### config.mk
export PLATFORM = sky130hd
export DESIGN_NAME = ssale_slave
export DESIGN_NICKNAME = d
export VERILOG_FILES = /design/src/hw/ssale_pkg.sv /design/src/hw/ssale_slave.sv /design/src/hw/ssale_rx.sv /design/src/hw/ssale_tx.sv
export SDC_FILE = /design/constraint.sdc
export NUM_CORES = 1
export LEC_CHECK = 0
export BUFFER_PORTS_ARGS = -buffer_cell sky130_fd_sc_hd__buf_2
export CAP_MARGIN = 20
export CORE_MARGIN = 3
export CORE_UTILIZATION = 41
export CTS_CLUSTER_DIAMETER = 200
export DETAILED_ROUTE_END_ITERATION = 10
export HOLD_SLACK_MARGIN = 0.02
export SYNTH_ARGS = -nofsm -noshare
export SYNTH_HDL_FRONTEND = slang
export SYNTH_HIERARCHICAL = 1
export SYNTH_SLANG_ARGS = --single-unit
### constraint.sdc
create_clock -name clock -period 7.35 [get_ports clock]
set_input_delay 0.735 -clock clock [delete_from_list [all_inputs] [get_ports clock]]
set_output_delay 0.735 -clock clock [all_outputs]
set_load 0.02 [all_outputs]
### src/hw/ssale_pkg.sv
// Constants, types and shared functions of the serial slave access-log and error block.
// Assumes a single 20 MHz clock and an RTU line format chosen by the drive's settings.

`default_nettype none

package ssale_pkg;

	// ----------------------------------------------------------------
	// Timing
	// ----------------------------------------------------------------
	localparam int unsigned CLK_HZ          = 20_000_000;
	localparam int unsigned BAUD_DEFAULT    = 19200;
	localparam int unsigned BIT_CYCLES      = CLK_HZ / BAUD_DEFAULT;
	localparam int unsigned CHAR_BITS       = 11;
	localparam int unsigned GAP_TENTH_CHARS = 35;
	localparam int unsigned GAP_CYCLES      = BIT_CYCLES * CHAR_BITS * GAP_TENTH_CHARS / 10;

	// ----------------------------------------------------------------
	// Message encodings
	// ----------------------------------------------------------------
	localparam logic [7:0]  FN_READ          = 8'h03;
	localparam logic [7:0]  FN_WRITE_MULTI   = 8'h10;
	localparam logic [7:0]  FN_ACCESS_LOG    = 8'h46;
	localparam logic [7:0]  FN_EXC_FLAG      = 8'h80;
	localparam logic [7:0]  EXC_ILLEGAL_FUNC = 8'h01;
	localparam logic [7:0]  EXC_ILLEGAL_ADDR = 8'h02;
	localparam logic [7:0]  EXC_ILLEGAL_DATA = 8'h03;
	localparam logic [7:0]  EXC_NONE         = 8'h00;
	localparam logic [7:0]  ADDR_BROADCAST   = 8'h00;
	localparam logic [7:0]  MIN_FRAME_BYTES  = 8'h04;
	localparam int unsigned REG_NUMBER_BASE  = 40001;
	localparam logic [15:0] LOG_RESET        = 16'h0000;
	localparam logic [15:0] CRC_INIT         = 16'hffff;
	localparam logic [15:0] CRC_POLY         = 16'ha001;
	localparam logic [15:0] CRC_GOOD         = 16'h0000;
	localparam logic [1:0]  PAR_NONE         = 2'h0;
	localparam logic [1:0]  PAR_ODD          = 2'h1;
	localparam logic [1:0]  PAR_EVEN         = 2'h2;

	// ----------------------------------------------------------------
	// Carriers
	// ----------------------------------------------------------------
	typedef struct packed {
		logic [1:0] parity;
		logic       two_stop;
	} ssale_fmt_s;

	typedef struct packed {
		logic [7:0]  func;
		logic [15:0] start;
		logic [15:0] count;
	} ssale_query_s;

	typedef struct packed {
		logic [15:0] ok_start;
		logic [15:0] ok_count;
		logic        data_bad;
	} ssale_result_s;

	// ----------------------------------------------------------------
	// Functions
	// ----------------------------------------------------------------
	function automatic logic [15:0] crc16_byte(input logic [15:0] crc, input logic [7:0] data);
		logic [15:0] c;
		c = crc ^ {8'h00, data};
		for (int i = 0; i < 8; i++) begin
			c = c[0] ? ((c >> 1) ^ CRC_POLY) : (c >> 1);
		end
		return c;
	endfunction

	function automatic logic parity_bit(input logic [7:0] data, input logic [1:0] mode);
		return (mode == PAR_ODD) ? ~^data : ^data;
	endfunction

endpackage

`default_nettype wire

### src/hw/ssale_slave.sv
// Slave message handling: frame capture and checks, error counting, access log and exception replies.
// Assumes own_addr, busy and the format come from logic on the same clock, and that the register
// side answers each query pulse with exactly one result pulse and sends normal read/write replies itself.

`default_nettype none

module ssale_slave #(
	parameter int unsigned BIT_CYCLES = ssale_pkg::BIT_CYCLES,
	parameter int unsigned GAP_CYCLES = ssale_pkg::GAP_CYCLES,
	parameter int unsigned ERR_W      = 16
) (
	// Clock and reset
	input  wire logic                     clock,
	input  wire logic                     arst_n,
	// Serial line and its settings
	input  wire logic                     rxd,
	output logic                          txd,
	input  wire ssale_pkg::ssale_fmt_s    serial_format_setting,
	input  wire logic [7:0]               own_addr,
	input  wire logic                     busy,
	// Register access hand-off
	output logic                          query_valid,
	output ssale_pkg::ssale_query_s       query,
	input  wire logic                     result_valid,
	input  wire ssale_pkg::ssale_result_s result,
	// Error reporting
	output logic [ERR_W-1:0]              comm_error_counter,
	output logic                          minor_fault_output
);
	localparam int unsigned GW = $clog2(GAP_CYCLES + 1);

	typedef enum logic [1:0] {ST_RX, ST_CHECK, ST_APP, ST_SEND} ssale_state_e;

	ssale_state_e    state_q;
	logic            rx_valid;
	logic [7:0]      rx_data;
	logic            rx_par_err;
	logic            rx_frm_err;
	logic            rx_active;
	logic [7:0]      cnt_q;
	logic [5:0][7:0] hdr_q;
	logic [15:0]     crc_q;
	logic            char_err_q;
	logic [GW-1:0]   gap_q;
	logic [15:0]     log_start_q;
	logic [15:0]     log_count_q;
	logic [15:0]     snap_start_q;
	logic [15:0]     snap_count_q;
	logic            resp_exc_q;
	logic [7:0]      resp_code_q;
	logic [2:0]      tx_idx_q;
	logic [15:0]     crc_tx_q;
	logic            tx_valid;
	logic            tx_ready;
	logic [7:0]      tx_byte;
	logic            tx_fire;
	logic [2:0]      resp_len;
	logic            overrun;
	logic            frame_end;
	logic            in_check;
	logic            len_bad;
	logic            crc_bad;
	logic            frame_good;
	logic            bcast;
	logic            accept;
	logic            is_rw;
	logic            dec_log;
	logic            dec_rw;
	logic            dec_bad;
	logic            app_done;
	logic [15:0]     q_count;
	logic [7:0]      rw_code;
	logic            rw_ok;
	logic [2:0]      err_inc;

	// ----------------------------------------------------------------
	// Line
	// ----------------------------------------------------------------
	ssale_rx #(.BIT_CYCLES(BIT_CYCLES)) u_rx (
		.clock      (clock),
		.arst_n     (arst_n),
		.rxd        (rxd),
		.fmt        (serial_format_setting),
		.byte_valid (rx_valid),
		.byte_data  (rx_data),
		.parity_err (rx_par_err),
		.framing_err(rx_frm_err),
		.active     (rx_active)
	);

	ssale_tx #(.BIT_CYCLES(BIT_CYCLES)) u_tx (
		.clock     (clock),
		.arst_n    (arst_n),
		.fmt       (serial_format_setting),
		.byte_valid(tx_valid),
		.byte_data (tx_byte),
		.byte_ready(tx_ready),
		.txd       (txd)
	);

	// ----------------------------------------------------------------
	// Decoding
	// ----------------------------------------------------------------
	assign overrun    = rx_valid && state_q != ST_RX;
	assign frame_end  = state_q == ST_RX && cnt_q != 8'h00 && !rx_active && gap_q == GW'(GAP_CYCLES);
	assign in_check   = state_q == ST_CHECK;
	assign len_bad    = cnt_q < ssale_pkg::MIN_FRAME_BYTES;
	assign crc_bad    = crc_q != ssale_pkg::CRC_GOOD;
	assign frame_good = in_check && !len_bad && !crc_bad && !char_err_q;
	assign bcast      = hdr_q[0] == ssale_pkg::ADDR_BROADCAST;
	assign accept     = frame_good && (hdr_q[0] == own_addr || bcast) && !busy;
	assign is_rw      = hdr_q[1] == ssale_pkg::FN_READ || hdr_q[1] == ssale_pkg::FN_WRITE_MULTI;
	assign dec_log    = accept && hdr_q[1] == ssale_pkg::FN_ACCESS_LOG && !bcast;
	assign dec_rw     = accept && is_rw;
	assign dec_bad    = accept && !is_rw && hdr_q[1] != ssale_pkg::FN_ACCESS_LOG;
	assign app_done   = state_q == ST_APP && result_valid;
	assign q_count    = {hdr_q[4], hdr_q[5]};
	assign rw_ok      = app_done && rw_code == ssale_pkg::EXC_NONE;

	// Missing or locked registers inside the span are the register side's to zero or drop.
	always_comb begin
		if (q_count == 16'h0000 || result.data_bad) begin
			rw_code = ssale_pkg::EXC_ILLEGAL_DATA;
		end else if (result.ok_count == 16'h0000) begin
			rw_code = ssale_pkg::EXC_ILLEGAL_ADDR;
		end else begin
			rw_code = ssale_pkg::EXC_NONE;
		end
	end

	assign query_valid = in_check && dec_rw;
	assign query       = '{func: hdr_q[1], start: {hdr_q[2], hdr_q[3]}, count: q_count};

	// ----------------------------------------------------------------
	// Frame capture
	// ----------------------------------------------------------------
	// Only the first six bytes are kept; longer write frames still run through the CRC.
	always_ff @(posedge clock or negedge arst_n) begin
		if (!arst_n) begin
			cnt_q      <= 8'h00;
			hdr_q      <= '0;
			crc_q      <= ssale_pkg::CRC_INIT;
			char_err_q <= 1'b0;
		end else if (in_check) begin
			cnt_q      <= 8'h00;
			crc_q      <= ssale_pkg::CRC_INIT;
			char_err_q <= 1'b0;
		end else if (rx_valid && state_q == ST_RX) begin
			if (cnt_q < 8'h06) begin
				hdr_q[cnt_q[2:0]] <= rx_data;
			end
			if (cnt_q != 8'hff) begin
				cnt_q <= cnt_q + 8'h01;
			end
			crc_q <= ssale_pkg::crc16_byte(crc_q, rx_data);
			if (rx_par_err || rx_frm_err) begin
				char_err_q <= 1'b1;
			end
		end
	end

	always_ff @(posedge clock or negedge arst_n) begin
		if (!arst_n) begin
			gap_q <= '0;
		end else if (rx_active || rx_valid || cnt_q == 8'h00) begin
			gap_q <= '0;
		end else if (gap_q != GW'(GAP_CYCLES)) begin
			gap_q <= gap_q + 1'b1;
		end
	end

	// ----------------------------------------------------------------
	// Sequencing
	// ----------------------------------------------------------------
	always_ff @(posedge clock or negedge arst_n) begin
		if (!arst_n) begin
			state_q <= ST_RX;
		end else begin
			case (state_q)
				ST_RX: begin
					if (frame_end) begin
						state_q <= ST_CHECK;
					end
				end
				ST_CHECK: begin
					if (dec_log || (dec_bad && !bcast)) begin
						state_q <= ST_SEND;
					end else if (dec_rw) begin
						state_q <= ST_APP;
					end else begin
						state_q <= ST_RX;
					end
				end
				ST_APP: begin
					if (result_valid) begin
						state_q <= (rw_code != ssale_pkg::EXC_NONE && !bcast) ? ST_SEND : ST_RX;
					end
				end
				ST_SEND: begin
					if (tx_fire && tx_idx_q == resp_len + 3'h1) begin
						state_q <= ST_RX;
					end
				end
				default: begin
					state_q <= ST_RX;
				end
			endcase
		end
	end

	// ----------------------------------------------------------------
	// Access log
	// ----------------------------------------------------------------
	// The start is kept as carried on the wire, the register number less 40001.
	always_ff @(posedge clock or negedge arst_n) begin
		if (!arst_n) begin
			log_start_q <= ssale_pkg::LOG_RESET;
			log_count_q <= ssale_pkg::LOG_RESET;
		end else if (rw_ok) begin
			log_start_q <= result.ok_start;
			log_count_q <= result.ok_count;
		end else if (app_done || dec_log || dec_bad) begin
			log_start_q <= ssale_pkg::LOG_RESET;
			log_count_q <= ssale_pkg::LOG_RESET;
		end
	end

	// ----------------------------------------------------------------
	// Reply
	// ----------------------------------------------------------------
	always_ff @(posedge clock or negedge arst_n) begin
		if (!arst_n) begin
			snap_start_q <= ssale_pkg::LOG_RESET;
			snap_count_q <= ssale_pkg::LOG_RESET;
			resp_exc_q   <= 1'b0;
			resp_code_q  <= ssale_pkg::EXC_NONE;
		end else if (dec_log) begin
			snap_start_q <= log_start_q;
			snap_count_q <= log_count_q;
			resp_exc_q   <= 1'b0;
		end else if (dec_bad) begin
			resp_exc_q  <= 1'b1;
			resp_code_q <= ssale_pkg::EXC_ILLEGAL_FUNC;
		end else if (app_done) begin
			resp_exc_q  <= 1'b1;
			resp_code_q <= rw_code;
		end
	end

	assign resp_len = resp_exc_q ? 3'h3 : 3'h6;
	assign tx_valid = state_q == ST_SEND;
	assign tx_fire  = tx_valid && tx_ready;

	always_comb begin
		tx_byte = 8'h00;
		case (tx_idx_q)
			3'h0: tx_byte = hdr_q[0];
			3'h1: tx_byte = resp_exc_q ? (hdr_q[1] | ssale_pkg::FN_EXC_FLAG) : ssale_pkg::FN_ACCESS_LOG;
			3'h2: tx_byte = resp_exc_q ? resp_code_q : snap_start_q[15:8];
			3'h3: tx_byte = snap_start_q[7:0];
			3'h4: tx_byte = snap_count_q[15:8];
			3'h5: tx_byte = snap_count_q[7:0];
			default: tx_byte = 8'h00;
		endcase
		if (tx_idx_q == resp_len) begin
			tx_byte = crc_tx_q[7:0];
		end else if (tx_idx_q == resp_len + 3'h1) begin
			tx_byte = crc_tx_q[15:8];
		end
	end

	always_ff @(posedge clock or negedge arst_n) begin
		if (!arst_n) begin
			tx_idx_q <= 3'h0;
			crc_tx_q <= ssale_pkg::CRC_INIT;
		end else if (state_q != ST_SEND) begin
			tx_idx_q <= 3'h0;
			crc_tx_q <= ssale_pkg::CRC_INIT;
		end else if (tx_fire) begin
			tx_idx_q <= tx_idx_q + 3'h1;
			if (tx_idx_q < resp_len) begin
				crc_tx_q <= ssale_pkg::crc16_byte(crc_tx_q, tx_byte);
			end
		end
	end

	// ----------------------------------------------------------------
	// Error reporting
	// ----------------------------------------------------------------
	// Errors only count and flag; nothing here halts the drive or the receiver.
	assign err_inc = {2'h0, rx_par_err} + {2'h0, rx_frm_err} + {2'h0, overrun}
		+ {2'h0, in_check && len_bad} + {2'h0, in_check && !len_bad && crc_bad};

	always_ff @(posedge clock or negedge arst_n) begin
		if (!arst_n) begin
			comm_error_counter <= '0;
		end else begin
			comm_error_counter <= comm_error_counter + ERR_W'(err_inc);
		end
	end

	// A new error wins over the clear that a clean frame would bring.
	always_ff @(posedge clock or negedge arst_n) begin
		if (!arst_n) begin
			minor_fault_output <= 1'b0;
		end else if (err_inc != 3'h0) begin
			minor_fault_output <= 1'b1;
		end else if (frame_good) begin
			minor_fault_output <= 1'b0;
		end
	end
endmodule

`default_nettype wire

### src/hw/ssale_rx.sv
// Character receiver: samples the line at mid-bit and checks parity and stop bits.
// Assumes the line idles high and the format does not change while a character is in flight.

`default_nettype none

module ssale_rx #(
	parameter int unsigned BIT_CYCLES = ssale_pkg::BIT_CYCLES
) (
	// Clock and reset
	input  wire logic                  clock,
	input  wire logic                  arst_n,
	// Line and format
	input  wire logic                  rxd,
	input  wire ssale_pkg::ssale_fmt_s fmt,
	// Received characters
	output logic                       byte_valid,
	output logic [7:0]                 byte_data,
	output logic                       parity_err,
	output logic                       framing_err,
	output logic                       active
);
	localparam int unsigned TW = $clog2(BIT_CYCLES + 1);

	typedef enum logic [1:0] {RX_IDLE, RX_BITS, RX_DONE} ssale_rx_state_e;

	ssale_rx_state_e state_q;
	logic [2:0]      sync_q;
	logic            line_q;
	logic [TW-1:0]   tick_q;
	logic [3:0]      nbit_q;
	logic [11:0]     samp_q;
	logic            has_par;
	logic [3:0]      last_bit;

	assign has_par  = fmt.parity != ssale_pkg::PAR_NONE;
	assign last_bit = 4'h9 + {3'h0, has_par} + {3'h0, fmt.two_stop};
	assign active   = state_q != RX_IDLE;

	// ----------------------------------------------------------------
	// Synchroniser
	// ----------------------------------------------------------------
	// A level only counts once the second and third stages agree, which filters single-cycle glitches.
	always_ff @(posedge clock or negedge arst_n) begin
		if (!arst_n) begin
			sync_q <= 3'h7;
			line_q <= 1'b1;
		end else begin
			sync_q <= {sync_q[1:0], rxd};
			if (sync_q[1] == sync_q[2]) begin
				line_q <= sync_q[2];
			end
		end
	end

	// ----------------------------------------------------------------
	// Bit sampling
	// ----------------------------------------------------------------
	always_ff @(posedge clock or negedge arst_n) begin
		if (!arst_n) begin
			state_q <= RX_IDLE;
			tick_q  <= '0;
			nbit_q  <= 4'h0;
			samp_q  <= 12'h000;
		end else begin
			case (state_q)
				RX_IDLE: begin
					if (!line_q) begin
						state_q <= RX_BITS;
						tick_q  <= TW'(BIT_CYCLES / 2);
						nbit_q  <= 4'h0;
					end
				end
				RX_BITS: begin
					if (tick_q != '0) begin
						tick_q <= tick_q - 1'b1;
					end else begin
						samp_q[nbit_q] <= line_q;
						tick_q         <= TW'(BIT_CYCLES - 1);
						nbit_q         <= nbit_q + 4'h1;
						if (nbit_q == 4'h0 && line_q) begin
							state_q <= RX_IDLE;
						end else if (nbit_q == last_bit) begin
							state_q <= RX_DONE;
						end
					end
				end
				RX_DONE: begin
					state_q <= RX_IDLE;
				end
				default: begin
					state_q <= RX_IDLE;
				end
			endcase
		end
	end

	// ----------------------------------------------------------------
	// Character checks
	// ----------------------------------------------------------------
	always_ff @(posedge clock or negedge arst_n) begin
		if (!arst_n) begin
			byte_valid  <= 1'b0;
			byte_data   <= 8'h00;
			parity_err  <= 1'b0;
			framing_err <= 1'b0;
		end else begin
			byte_valid <= state_q == RX_DONE;
			if (state_q == RX_DONE) begin
				byte_data   <= samp_q[8:1];
				parity_err  <= has_par && (ssale_pkg::parity_bit(samp_q[8:1], fmt.parity) != samp_q[9]);
				framing_err <= !samp_q[has_par ? 10 : 9] || (fmt.two_stop && !samp_q[has_par ? 11 : 10]);
			end else begin
				parity_err  <= 1'b0;
				framing_err <= 1'b0;
			end
		end
	end

endmodule

`default_nettype wire

### src/hw/ssale_tx.sv
// Character transmitter: shifts out start, data, optional parity and stop bits.
// Assumes the caller holds byte_data steady while byte_valid is high and byte_ready low.

`default_nettype none

module ssale_tx #(
	parameter int unsigned BIT_CYCLES = ssale_pkg::BIT_CYCLES
) (
	// Clock and reset
	input  wire logic                  clock,
	input  wire logic                  arst_n,
	// Line format
	input  wire ssale_pkg::ssale_fmt_s fmt,
	// Byte stream
	input  wire logic                  byte_valid,
	input  wire logic [7:0]            byte_data,
	output logic                       byte_ready,
	// Serial line
	output logic                       txd
);
	localparam int unsigned TW = $clog2(BIT_CYCLES + 1);

	logic [11:0]   shift_q;
	logic [3:0]    bits_q;
	logic [TW-1:0] tick_q;
	logic          has_par;

	assign has_par    = fmt.parity != ssale_pkg::PAR_NONE;
	assign byte_ready = bits_q == 4'h0;
	assign txd        = shift_q[0];

	always_ff @(posedge clock or negedge arst_n) begin
		if (!arst_n) begin
			shift_q <= 12'hfff;
			bits_q  <= 4'h0;
			tick_q  <= '0;
		end else if (byte_valid && byte_ready) begin
			shift_q <= has_par ? {2'h3, ssale_pkg::parity_bit(byte_data, fmt.parity), byte_data, 1'b0}
				: {3'h7, byte_data, 1'b0};
			bits_q  <= 4'ha + {3'h0, has_par} + {3'h0, fmt.two_stop};
			tick_q  <= TW'(BIT_CYCLES - 1);
		end else if (bits_q != 4'h0) begin
			if (tick_q != '0) begin
				tick_q <= tick_q - 1'b1;
			end else begin
				shift_q <= {1'b1, shift_q[11:1]};
				bits_q  <= bits_q - 4'h1;
				tick_q  <= TW'(BIT_CYCLES - 1);
			end
		end
	end

endmodule

`default_nettype wire

Word-level counts from Yosys, hierarchy flattened --
Index checks and enable logic that the tools add are counted. W data, S select, Z words.
Storage, ports and cells: flip-flop bits (word level) 271, output and inout bits 59
Operators by class: add/subtract/negate cells 17, magnitude comparators 9, eq/ne operators 32, mux-type cells 95, bitwise logic cells 21, reduce and logical (&&, ||, !) cells 95
Operators with widths (count):
- $mux W16 | 26
- $mux W8 | 11
- $lt A32 B6 Y1 const B | 2
- $mux W11 | 5
- $bwmux W48 | 1
- $not A2 Y3 | 16
- $pmux W8 S6 | 1
- $mux W12 | 3
- $logic_not A16 Y1 | 2
- $xor A16 B8 Y16 | 2
- $logic_and A1 B1 Y1 | 29
- $reduce_bool A2 Y1 | 14
- $demux W8 S3 | 1
- $logic_not A8 Y1 | 3
- $mux W2 | 12
- $pmux W11 S2 | 1
- $reduce_bool A11 Y1 | 2
- $sub A11 B1 Y11 const B | 2
- $mux W4 | 5
- $mux W1 | 18
- $add A16 B1 Y16 const B | 1
- $add A16 B3 Y16 | 1
- $eq A16 B16 Y1 const B | 1
- $lt A8 B3 Y1 const B | 2
- other kinds (54) | 108

Longest topological paths before layout --
Gate-level depths: netlist (run 1).
word-level depth 25, depth in mapped cells 15

Hierarchy --
Netlist (run 1), hierarchy kept.
Modules (own cells, without submodules):
- ssale_slave | instances 1, cells each 888, area an instance 9923.3 um2, seq. area each 4894.7 um2
- ssale_rx | instances 1, cells each 191, area an instance 2164.6 um2, seq. area each 1081.0 um2
- ssale_tx | instances 1, cells each 147, area an instance 1398.8 um2, seq. area each 638.1 um2

Least setup slack after synthesis (run 1) --
OpenSTA, ideal clock, no wires.
path kind register -> register, start register, netlist name state_q[0], end register comm_error_counter[14], library setup time 0.129 ns, arrival time 3.450 ns, path slack 3.771 ns, stages on the path, launching flop included 16, path buffers 2, period minus slack after synthesis 3.579 ns, cells stage by stage dfrtp_1 buf_2 nor2b_1 clkbuf_1 nand2_1 fa_1 fa_1 inv_1 ha_1 inv_1 fa_1 nor2b_1 o21ai_0 nor2_1 nand3_1 xnor2_1
RTL lines:
- end signal, assigned | line ssale_slave.sv:298 | comm_error_counter <= comm_error_counter + ERR_W'(err_inc);
- end, declared | line ssale_slave.sv:27 | output logic [ERR_W-1:0] comm_error_counter,

Final worst setup path (run 1) --
start register tx_idx_q[2], end register crc_tx_q[0]
On the way: longest elaborated chain between the ends 17, elaborated cells on any way between the ends 33, those cells by class order compare (1); eq/ne (7); mux (14); bitwise (8); reduce/logical (3)
RTL lines:
- start, declared | line ssale_slave.sv:51 | logic [2:0] tx_idx_q;
- start signal, assigned | line ssale_slave.sv:280 | tx_idx_q <= tx_idx_q + 3'h1;
- $eq A3 B3 Y1 (tied with other cells) | line ssale_slave.sv:256 | case (tx_idx_q)
- $pmux W8 S6 | line ssale_slave.sv:256
- $mux W8 | line ssale_slave.sv:267 | end else if (tx_idx_q == resp_len + 3'h1) begin
- $mux W8 | line ssale_slave.sv:265 | if (tx_idx_q == resp_len) begin
- $xor A16 B8 Y16 | line ssale_pkg.sv:65 | c = crc ^ {8'h00, data};
- $mux W16 or $not A2 Y3 (tied branches) (6 in a row)
- $not A2 Y3 (no line) or $mux W16 (tied branches)
- $mux W16 (2 in a row) | line ssale_pkg.sv:67 | c = c[0] ? ((c >> 1) ^ CRC_POLY) : (c >> 1);
- $mux W16 | line ssale_slave.sv:281 | if (tx_idx_q < resp_len) begin
- $mux W16 | line ssale_slave.sv:279 | end else if (tx_fire) begin
- $mux W16 | line ssale_slave.sv:276 | end else if (state_q != ST_SEND) begin
- end signal, assigned | line ssale_slave.sv:275 | crc_tx_q <= ssale_pkg::CRC_INIT;
- end signal, assigned | line ssale_slave.sv:278 | crc_tx_q <= ssale_pkg::CRC_INIT;
- end signal, assigned | line ssale_slave.sv:282 | crc_tx_q <= ssale_pkg::crc16_byte(crc_tx_q, tx_byte);
- end, declared | line ssale_slave.sv:52 | logic [15:0] crc_tx_q;
Several ways; a longest one is shown, not always the timed one. The select of a mux whose other input is x is not followed. A chain may end at the register's enable or synchronous reset.

==> results of run 1 <==
## per-layer routing
layer,track usage,vias to the layer above,part of all wire
met5,0,-,0
met4,0.03781,0,0.021
met3,0.02717,50,0.037
met2,0.2796,141,0.47
met1,0.2305,4547,0.47
li1,-,4429,-
## cell usage after synthesis (8+ instances only)
cell      number  area share
mux2_1        41       0.034
a31oi_1        8      0.0037
o211ai_1      14      0.0078
dfstp_2       46       0.090
o21ai_0       43       0.016
nor2b_1       16      0.0074
o21ai_1       16      0.0059
clkbuf_1      27      0.0075
or3_1          9      0.0042
nor2_1        78       0.022
buf_4         43       0.024
and3_1        12      0.0056
nand3_1       31       0.012
inv_1         28      0.0078
nand3b_1       8      0.0045
dfrtp_1      216        0.40
mux2i_1       22       0.016
nor4_1        21      0.0097
xnor2_1       63       0.041
buf_2         14      0.0052
nand4_1       10      0.0046
ha_1          25       0.023
mux2_2        57       0.048
xor2_1        35       0.023
nor3_1        24      0.0089
nand2_1      113       0.031
a22o_1        34       0.022
a21oi_1       34       0.013
## critical path, stage by stage (launching register included)
cell	delay, ns
dfrtp_1	0.83
inv_1	0.29
ha_1	0.41
a32oi_1	0.20
o211ai_1	0.12
a221o_2	0.48
xor2_1	0.21
a221oi_4	0.38
xor3_2	0.42
xnor3_1	0.22
o211ai_2	0.14
## cell usage in the layout (no fill, tap or decap), types with 21 or more instances in the layout
cell type / count
nor4_1: 21
inv_1: 28
nand3_1: 31
o21ai_0: 43
clkbuf_16: 30
xnor2_1: 63
dfstp_2: 46
dfrtp_1: 216
mux2_1: 41
buf_2: 106
ha_1: 25
xor2_1: 35
nor3_1: 24
mux2_2: 57
nand2_1: 113
mux2i_1: 22
nor2_1: 76
a22o_1: 34
a21oi_1: 34
## kinds of logic after synthesis
logic type / synth area share
compound gates: 0.1116
xor+xnor: 0.07218
fa+ha+maj: 0.02839
buf+inv: 0.04982
flops: 0.4904
mux: 0.1026
simple gates: 0.1450
## flip-flops by register name, summed over array words and instances (netlist names), 10 cells and up
name,flops
u_tx/shift_q,10
u_rx/tick_q,11
query,40
u_tx/tick_q,11
crc_tx_q,16
gap_q,16
snap_count_q,16
snap_start_q,16
log_start_q,16
u_rx/samp_q,11
crc_q,16
comm_error_counter,16
log_count_q,16
## per-stage QoR
stage | hold WS (ns) | instance area, um^2
final | 0.2109 | 15080
after detailed placement | 0.3476 | 14100
after global routing | 0.2534 | 15080
after floorplan | 0.3452 | 13490
after global placement | 0.3460 | 14090
after CTS | 0.2467 | 15070
## path summary, 6_finish.rpt
check                                from                     to  slack (ns)  depth (start not counted)
setup / recovery              tx_idx_q[2]            crc_tx_q[0]        3.57                         10
hold / removal                     arst_n  comm_error_counter[4]        0.21                          1
setup reg to reg              tx_idx_q[2]            crc_tx_q[0]        3.57                         10
hold reg to reg            u_rx/sync_q[0]         u_rx/sync_q[1]        0.36                          0
max in group asynchronous          arst_n         log_count_q[9]        5.84                          2
min in group clock                    rxd         u_rx/sync_q[0]        0.28                          1
## final cells by class
cell class | instances | area, um^2
inverter | 30 | 113.9
tap | 435 | 544.3
timing repair buffer | 115 | 629.4
multi-input combinational | 842 | 6212
fill | 2979 | 16880
sequential | 262 | 6614
clock inverter | 14 | 138.9
clock buffer | 42 | 825.8
## power by group
part,switching (mW),internal (mW),total (mW)
Sequential,0.0722,1.53,1.60
Clock,0.589,0.854,1.44
Combinational,0.205,0.135,0.340
==> run_results.csv, run 1 <==
group,metric,value,unit
outcome,status,"finished, final reports clean",
routing,initialDrtViolationCount,448,
routing,avgRoutedWirePerCell,17.07,um
sta,skew,0.01029,ns
min_path,min_path_type,"input port to async pin",
worst_setup_path,startpoint_type,"flip-flop",
routing,ant_nets,0,
floorplan,die_w,187.4,um
place,dpl.hpwl,20640,um
logic_synthesis,avgSynthCellArea,11.00,um^2
clocking,clkSlewWorstSetupHoldPaths,0.06,ns
clocking,clkSinkCount,262,
logic_synthesis,synth-edff-count,0,
routing,remaining_drc_errors,0,
routing,drt_pre_antenna_iters,5,
floorplan,die-area,35110,um^2
routing,wl,29710,um
logic_synthesis,syn_area,13490,um^2
sta,timing.final.crit_period,3.784,ns
power,totalPowerFinal,3.382,mW
power,p_leak,7.008,nW
sta,rsz0062_at_grt,"no",
final_layout,drive_above_1_share,0.2322,
sta,fin_tns_setup,0,ns
clocking,cts_inserted_buffers,30,
place,portBuffers,107,
logic_synthesis,synth_ff_type,"dfrtp_1",
sta,max_freq,264.3,MHz
floorplan,start_util,0.4220,
logic_synthesis,ys_async_sr_fraction,1.000,
clocking,htreeDepth,1,
final_layout,fin_nets,1358,
logic_synthesis,ys_types,98,
worst_setup_path,cp_max_fo,24,
floorplan,core,31960,um^2
floorplan,io_pins,108,
place,dp_cells,1683,
clocking,root_buffer,"clkbuf_16",
clocking,clock_path_buffers,3,
global_route,grt_antenna_before_repair,0,
sta,worst_pin_slew,0.8627,ns
sta,setup-violations-final,0,
place,dp_slack,3.594,ns
power,p_per_area,224.3,nW/um^2
place,gp_congestion,0.8741,
global_route,grt_pass1_wl,49410,um
worst_setup_path,worstSetupPathType,"flip-flop to flip-flop",
sta,post-route-period-util,0.5148,
routing,dr_total_vias,9167,
routing,vias_per_cell,5.268,
clocking,cts_setup_buffers,0,
power,peakVddDrop,0.0001710,V
clocking,clock_latency,0.55,ns
final_layout,area_growth,11.80,%
global_route,grt_usage,0.1674,
final_layout,post-route-util,0.4718,
job,max_cap_violations,0,
global_route,grt_pass1_vias,9305,
clocking,cts_tree,"yes",
logic_synthesis,synth_seq_cells,262,
sta,slew_headroom,0.4249,
final_layout,fin_cells,1740,
logic_synthesis,syn-num-nets,1303,
sta,finalHoldViolations,0,
floorplan,chipHeight,187.4,um
floorplan,rows,65,
sta,drv_slew,0,
logic_synthesis,synth.yosys.seq_area_share,0.4904,
global_route,grt-ovfl-total,0,
worst_setup_path,cp.required,7.83,ns
worst_setup_path,cp-end-kind,"flip-flop",
logic_synthesis,syn_inst,1226,
global_route,grt_max_degree,157,
clocking,cts_resized,0,
worst_setup_path,cp.arrival,4.26,ns
logic_synthesis,yosys_warnings,6,
sta,fin_ws,3.566,ns
clocking,cts_hold_buffers,0,
final_layout,antenna_cells_inserted,0,
No activity file was read; power rests on OpenSTA's default activity.
==> run 2: changes to the inputs <==
- clock period: 7.35 -> 3.3 ns (I/O delays scaled with it)
==> run_results.csv, run 2 (synthesized netlist as in run 1, its figures left out) <==
group,metric,value,unit
sta,rsz0062_at_grt,"yes",
final_layout,final_common_cell,"dfrtp_1",
sta,whs,0.04935,ns
sta,finalHoldViolations,0,
global_route,use_met1,0.2456,
power,totalPowerFinal,7.757,mW
routing,drt_pre_antenna_iters,5,
sta,setup-violations-final,0,
worst_setup_path,critPathTopFamily,"adder cells",
floorplan,core,31960,um^2
clocking,cts_tree,"yes",
clocking,clock_latency,0.55,ns
floorplan,die-area,35110,um^2
clocking,root_buffer,"clkbuf_16",
place,portBuffers,107,
worst_setup_path,path_cells,"nor3_2, nand2_1, nor2_2, nand2_1, fa_1, fa_2, inv_2, ha_4, inv_2, fa_2, nor2b_2, o21ai_2, nor2_4, nand3_2, xnor2_2",
power,peakVddDrop,0.0003550,V
min_path,min_path_type,"input port to flip-flop",
worst_setup_path,critPathBufInv,2,
floorplan,io_pins,108,
routing,ant_nets,0,
sta,max_freq,303.6,MHz
worst_setup_path,cpPeakStageDelay,0.56,ns
worst_setup_path,cp.required,3.74,ns
floorplan,rows,65,
clocking,clkSinkCount,262,
worst_setup_path,worstSetupPathType,"flip-flop to flip-flop",
power,p_leak,7.453,nW
sta,drv_slew,0,
global_route,grt_pass1_vias,9725,
global_route,grt-ovfl-total,0,
floorplan,die_w,187.4,um
global_route,grt_pass1_wl,51740,um
worst_setup_path,critPathSlowestCell,"fa_1",
worst_setup_path,cp.arrival,3.73,ns
final_layout,area_growth,18.81,%
power,p_per_area,484.1,nW/um^2
global_route,grt_usage,0.1769,
floorplan,chipHeight,187.4,um
job,max_cap_violations,0,
global_route,use_met2,0.2880,
place,dpl.hpwl,21800,um
global_route,globalRouteMet3Util,0.02624,
global_route,grt_antenna_before_repair,1,
routing,vias_per_cell,5.298,
final_layout,largest_reg_flops,40,
clocking,htreeDepth,1,
clocking,clock_path_buffers,3,
final_layout,drive_above_1_share,0.2822,
global_route,grt_max_degree,78,
final_layout,post-route-util,0.5013,
routing,wl,31650,um
clocking,clkSlewWorstSetupHoldPaths,0.06,ns
sta,worst_pin_slew,0.6883,ns
worst_setup_path,cp-end-kind,"flip-flop",
sta,slew_headroom,0.5395,
routing,remaining_drc_errors,0,
final_layout,fillers,2859,
outcome,status,"finished, final reports clean",
sta,timing.final.crit_period,3.293,ns
worst_setup_path,cp_max_fo,4,
worst_setup_path,startpoint_type,"flip-flop",
sta,skew,0.01534,ns
place,gp_congestion,0.8208,
routing,initialDrtViolationCount,580,
routing,avgRoutedWirePerCell,17.34,um
floorplan,start_util,0.4220,
final_layout,fin_cells,1825,
final_layout,fin_nets,1444,
routing,dr_total_vias,9669,
sta,post-route-period-util,0.9980,
final_layout,final_cell_mix,"dfrtp_1, nand2_1, buf_2",
clocking,cts_inserted_buffers,29,
place,dp_cells,1721,
global_route,busiest_layer,"met2",
-- run 2: per-stage QoR --
stage          worst slack, ns  setup TNS [ns]  area, um^2
2_1_floorplan          0.02379               0       13510
3_3_place_gp         -0.002382       -0.006232       14420
3_5_place_dp           -0.1031         -0.2778       14440
4_1_cts               -0.04581         -0.5482       15840
5_1_grt                -0.1240         -0.6920       16020
6_report              0.006632               0       16020
-- run 2: path summary, 6_finish.rpt --
check / cells past startpoint / slack (ns) / from / to
max: 15 / 0.007 / cnt_q[6] / comm_error_counter[14]
max in group asynchronous: 3 / 2.06 / arst_n / crc_tx_q[6]
max reg2reg: 15 / 0.007 / cnt_q[6] / comm_error_counter[14]
min reg2reg: 0 / 0.35 / u_rx/sync_q[0] / u_rx/sync_q[1]
min in group asynchronous: 2 / 0.37 / arst_n / log_count_q[12]
min: 2 / 0.05 / result[6] / log_count_q[5]
-- run 2: layout make-up --
class | instances | area, um^2 | area share
flip-flops and latches | 262 | 6614 | 0.4128
diodes | 1 | 2.502 | 0.0001562
repair buffers | 202 | 1391 | 0.08683
multi-input cells | 842 | 6375 | 0.3979
well taps | 435 | 544.3 | 0.03397
clock inverters | 15 | 182.7 | 0.01140
clock buffers | 38 | 799.5 | 0.04990
inverters | 30 | 113.9 | 0.007106
-- run 2: timing repair --
action                     4_1_cts  5_1_grt
setup buffers                   12        8
hold buffers                    30        0
hold endpoints to repair       102        0
setup endpoints to repair        5       49
gates cloned                     0        0
gates resized for setup          7       27
pin swaps                       14       19
-- run 2: power breakdown --
group | internal, mW | switching, mW
logic | 0.367 | 0.491
clock network | 2.01 | 1.32
registers | 3.40 | 0.160
total | 5.78 | 1.97
-- run 2: metal layers --
layer | part of all wire | wire length, um
met1 | 0.46 | 14430
met2 | 0.48 | 15070
met3 | 0.040 | 1252
met4 | 0.028 | 896
met5 | 0 | 0
==> run 3: changes to the inputs <==
==> constraint.sdc (replaced) <==
create_clock -name clock -period 3.3 [get_ports clock]
set_input_delay 0.495 -clock clock [delete_from_list [all_inputs] [get_ports clock]]
set_output_delay 0.495 -clock clock [all_outputs]
set_load 0.02 [all_outputs]
==> run_results.csv, run 3 (synthesized netlist as in run 1, its figures left out) <==
group,metric,value,unit
worst_setup_path,r2r-start,"cnt_q[3]",
place,dpl.hpwl,21540,um
power,p_per_area,487.8,nW/um^2
job,max_cap_violations,0,
clocking,clock_path_buffers,3,
global_route,grt_pass1_vias,9410,
routing,avgRoutedWirePerCell,17.25,um
min_path,min_path_type,"input port to flip-flop",
power,peakVddDrop,0.0003637,V
final_layout,fin_nets,1406,
floorplan,core,31960,um^2
sta,fin_tns_setup,0,ns
final_layout,drive_above_1_share,0.2894,
routing,dr_total_vias,9460,
final_layout,area_growth,16.43,%
clocking,cts_tree,"yes",
global_route,grt_max_degree,85,
routing,wl,30820,um
clocking,cts_inserted_buffers,29,
final_layout,post-route-util,0.4913,
global_route,grt-ovfl-total,0,
sta,slew_headroom,0.5553,
worst_setup_path,cp-startpoint,"cnt_q[3]",
worst_setup_path,cp-end-kind,"flip-flop",
floorplan,io_pins,108,
floorplan,rows,65,
worst_setup_path,cp.required,3.73,ns
final_layout,final_common_cell,"dfrtp_1",
sta,skew,0.01121,ns
sta,timing.final.crit_period,3.220,ns
floorplan,chipHeight,187.4,um
worst_setup_path,worstSetupPathType,"flip-flop to flip-flop",
routing,vias_per_cell,5.294,
min_path,hold_path_startpoint,"result[26]",
final_layout,largest_reg_flops,40,
worst_setup_path,cp.arrival,3.65,ns
clocking,htreeDepth,1,
sta,setup-violations-final,0,
sta,worst_pin_slew,0.6647,ns
place,portBuffers,107,
place,dp_slack,-0.01168,ns
sta,drv_slew,0,
final_layout,fillers,2854,
routing,initialDrtViolationCount,595,
floorplan,start_util,0.4220,
routing,remaining_drc_errors,0,
clocking,root_buffer,"clkbuf_16",
routing,drt_pre_antenna_iters,6,
worst_setup_path,r2r_slack,0.08,ns
sta,fin_ws,0.07977,ns
global_route,grt_antenna_before_repair,2,
sta,rsz0062_at_grt,"yes",
final_layout,final_cell_mix,"dfrtp_1, nand2_1, buf_2",
clocking,clkSinkCount,262,
power,p_leak,7.305,nW
place,gp_congestion,0.8231,
outcome,status,"finished, final reports clean",
worst_setup_path,startpoint_type,"flip-flop",
floorplan,die_w,187.4,um
global_route,grt_usage,0.1717,
power,totalPowerFinal,7.660,mW
sta,finalHoldViolations,0,
worst_setup_path,cp_max_fo,4,
clocking,clock_latency,0.54,ns
global_route,grt_pass1_wl,50220,um
sta,post-route-period-util,0.9758,
sta,max_freq,310.5,MHz
floorplan,die-area,35110,um^2
routing,ant_nets,0,
clocking,clkSlewWorstSetupHoldPaths,0.06,ns
==> run 3: layout make-up <==
type | instances | area [um^2] | share of cell area
Antenna cell | 1 | 2.502 | 0.0001594
Clock buffer | 39 | 853.3 | 0.05434
Clock inverter | 14 | 128.9 | 0.008207
Inverter | 30 | 113.9 | 0.007251
Multi-Input combinational cell | 842 | 6402 | 0.4077
Sequential cell | 262 | 6614 | 0.4212
Tap cell | 435 | 544.3 | 0.03466
Timing Repair Buffer | 164 | 1044 | 0.06645
==> run 3: what timing repair did <==
| item | CTS | global route |
|---|---|---|
| endpoints found under the setup margin | 6 | 16 |
| cloned | 0 | 0 |
| pin swaps | 7 | 17 |
| gates resized for setup | 5 | 34 |
| setup buffers | 1 | 9 |
| hold endpoints to repair | 66 | 0 |
| hold buffers | 2 | 0 |
==> run 3: power by group <==
group	leakage (nW)	switching, mW	internal, mW
Sequential	3.42	0.160	3.40
Clock	0.492	1.31	1.96
Combinational	3.39	0.486	0.339
==> run 3: stage by stage <==
| stage | area (um^2) | std cells | hold WS [ns] |
|---|---|---|---|
| 2_1_floorplan | 13510 | 1226 | 0.1994 |
| 3_3_place_gp | 14420 | 1720 | 0.3462 |
| 3_5_place_dp | 14420 | 1720 | 0.3472 |
| 4_1_cts | 15450 | 1776 | 0.1559 |
| 5_1_grt | 15700 | 1787 | 0.1678 |
| 6_report | 15700 | 1787 | 0.1761 |
==> run 3: worst max-delay path: stages, from the launching register on <==
cell and delay, ns:
dfrtp_1 0.39, nor3_2 0.16, nand2_1 0.09, nor2_2 0.12, nand2_1 0.08, fa_1 0.54, fa_2 0.44, inv_2 0.08
ha_4 0.13, inv_2 0.03, fa_2 0.34, nor2b_2 0.14, o21ai_2 0.09, nor2_4 0.20, nand3_2 0.12, xnor2_2 0.14
==> run 3: final timing paths <==
check / to / cells after the start
worst min-delay path: log_start_q[9] / 2
min in group asynchronous: log_start_q[3] / 2
worst max-delay path: comm_error_counter[14] / 15
worst max register to register: comm_error_counter[14] / 15
worst min register to register: u_rx/sync_q[1] / 0
max in group asynchronous: query[27] / 3
==> run 3: routing by layer <==
metal	track usage	wire length (um)	vias up
met5	0	13	-
met4	0.03867	611	2
met3	0.02474	997	44
met2	0.2865	14970	149
met1	0.2388	14230	4734
li1	-	-	4531
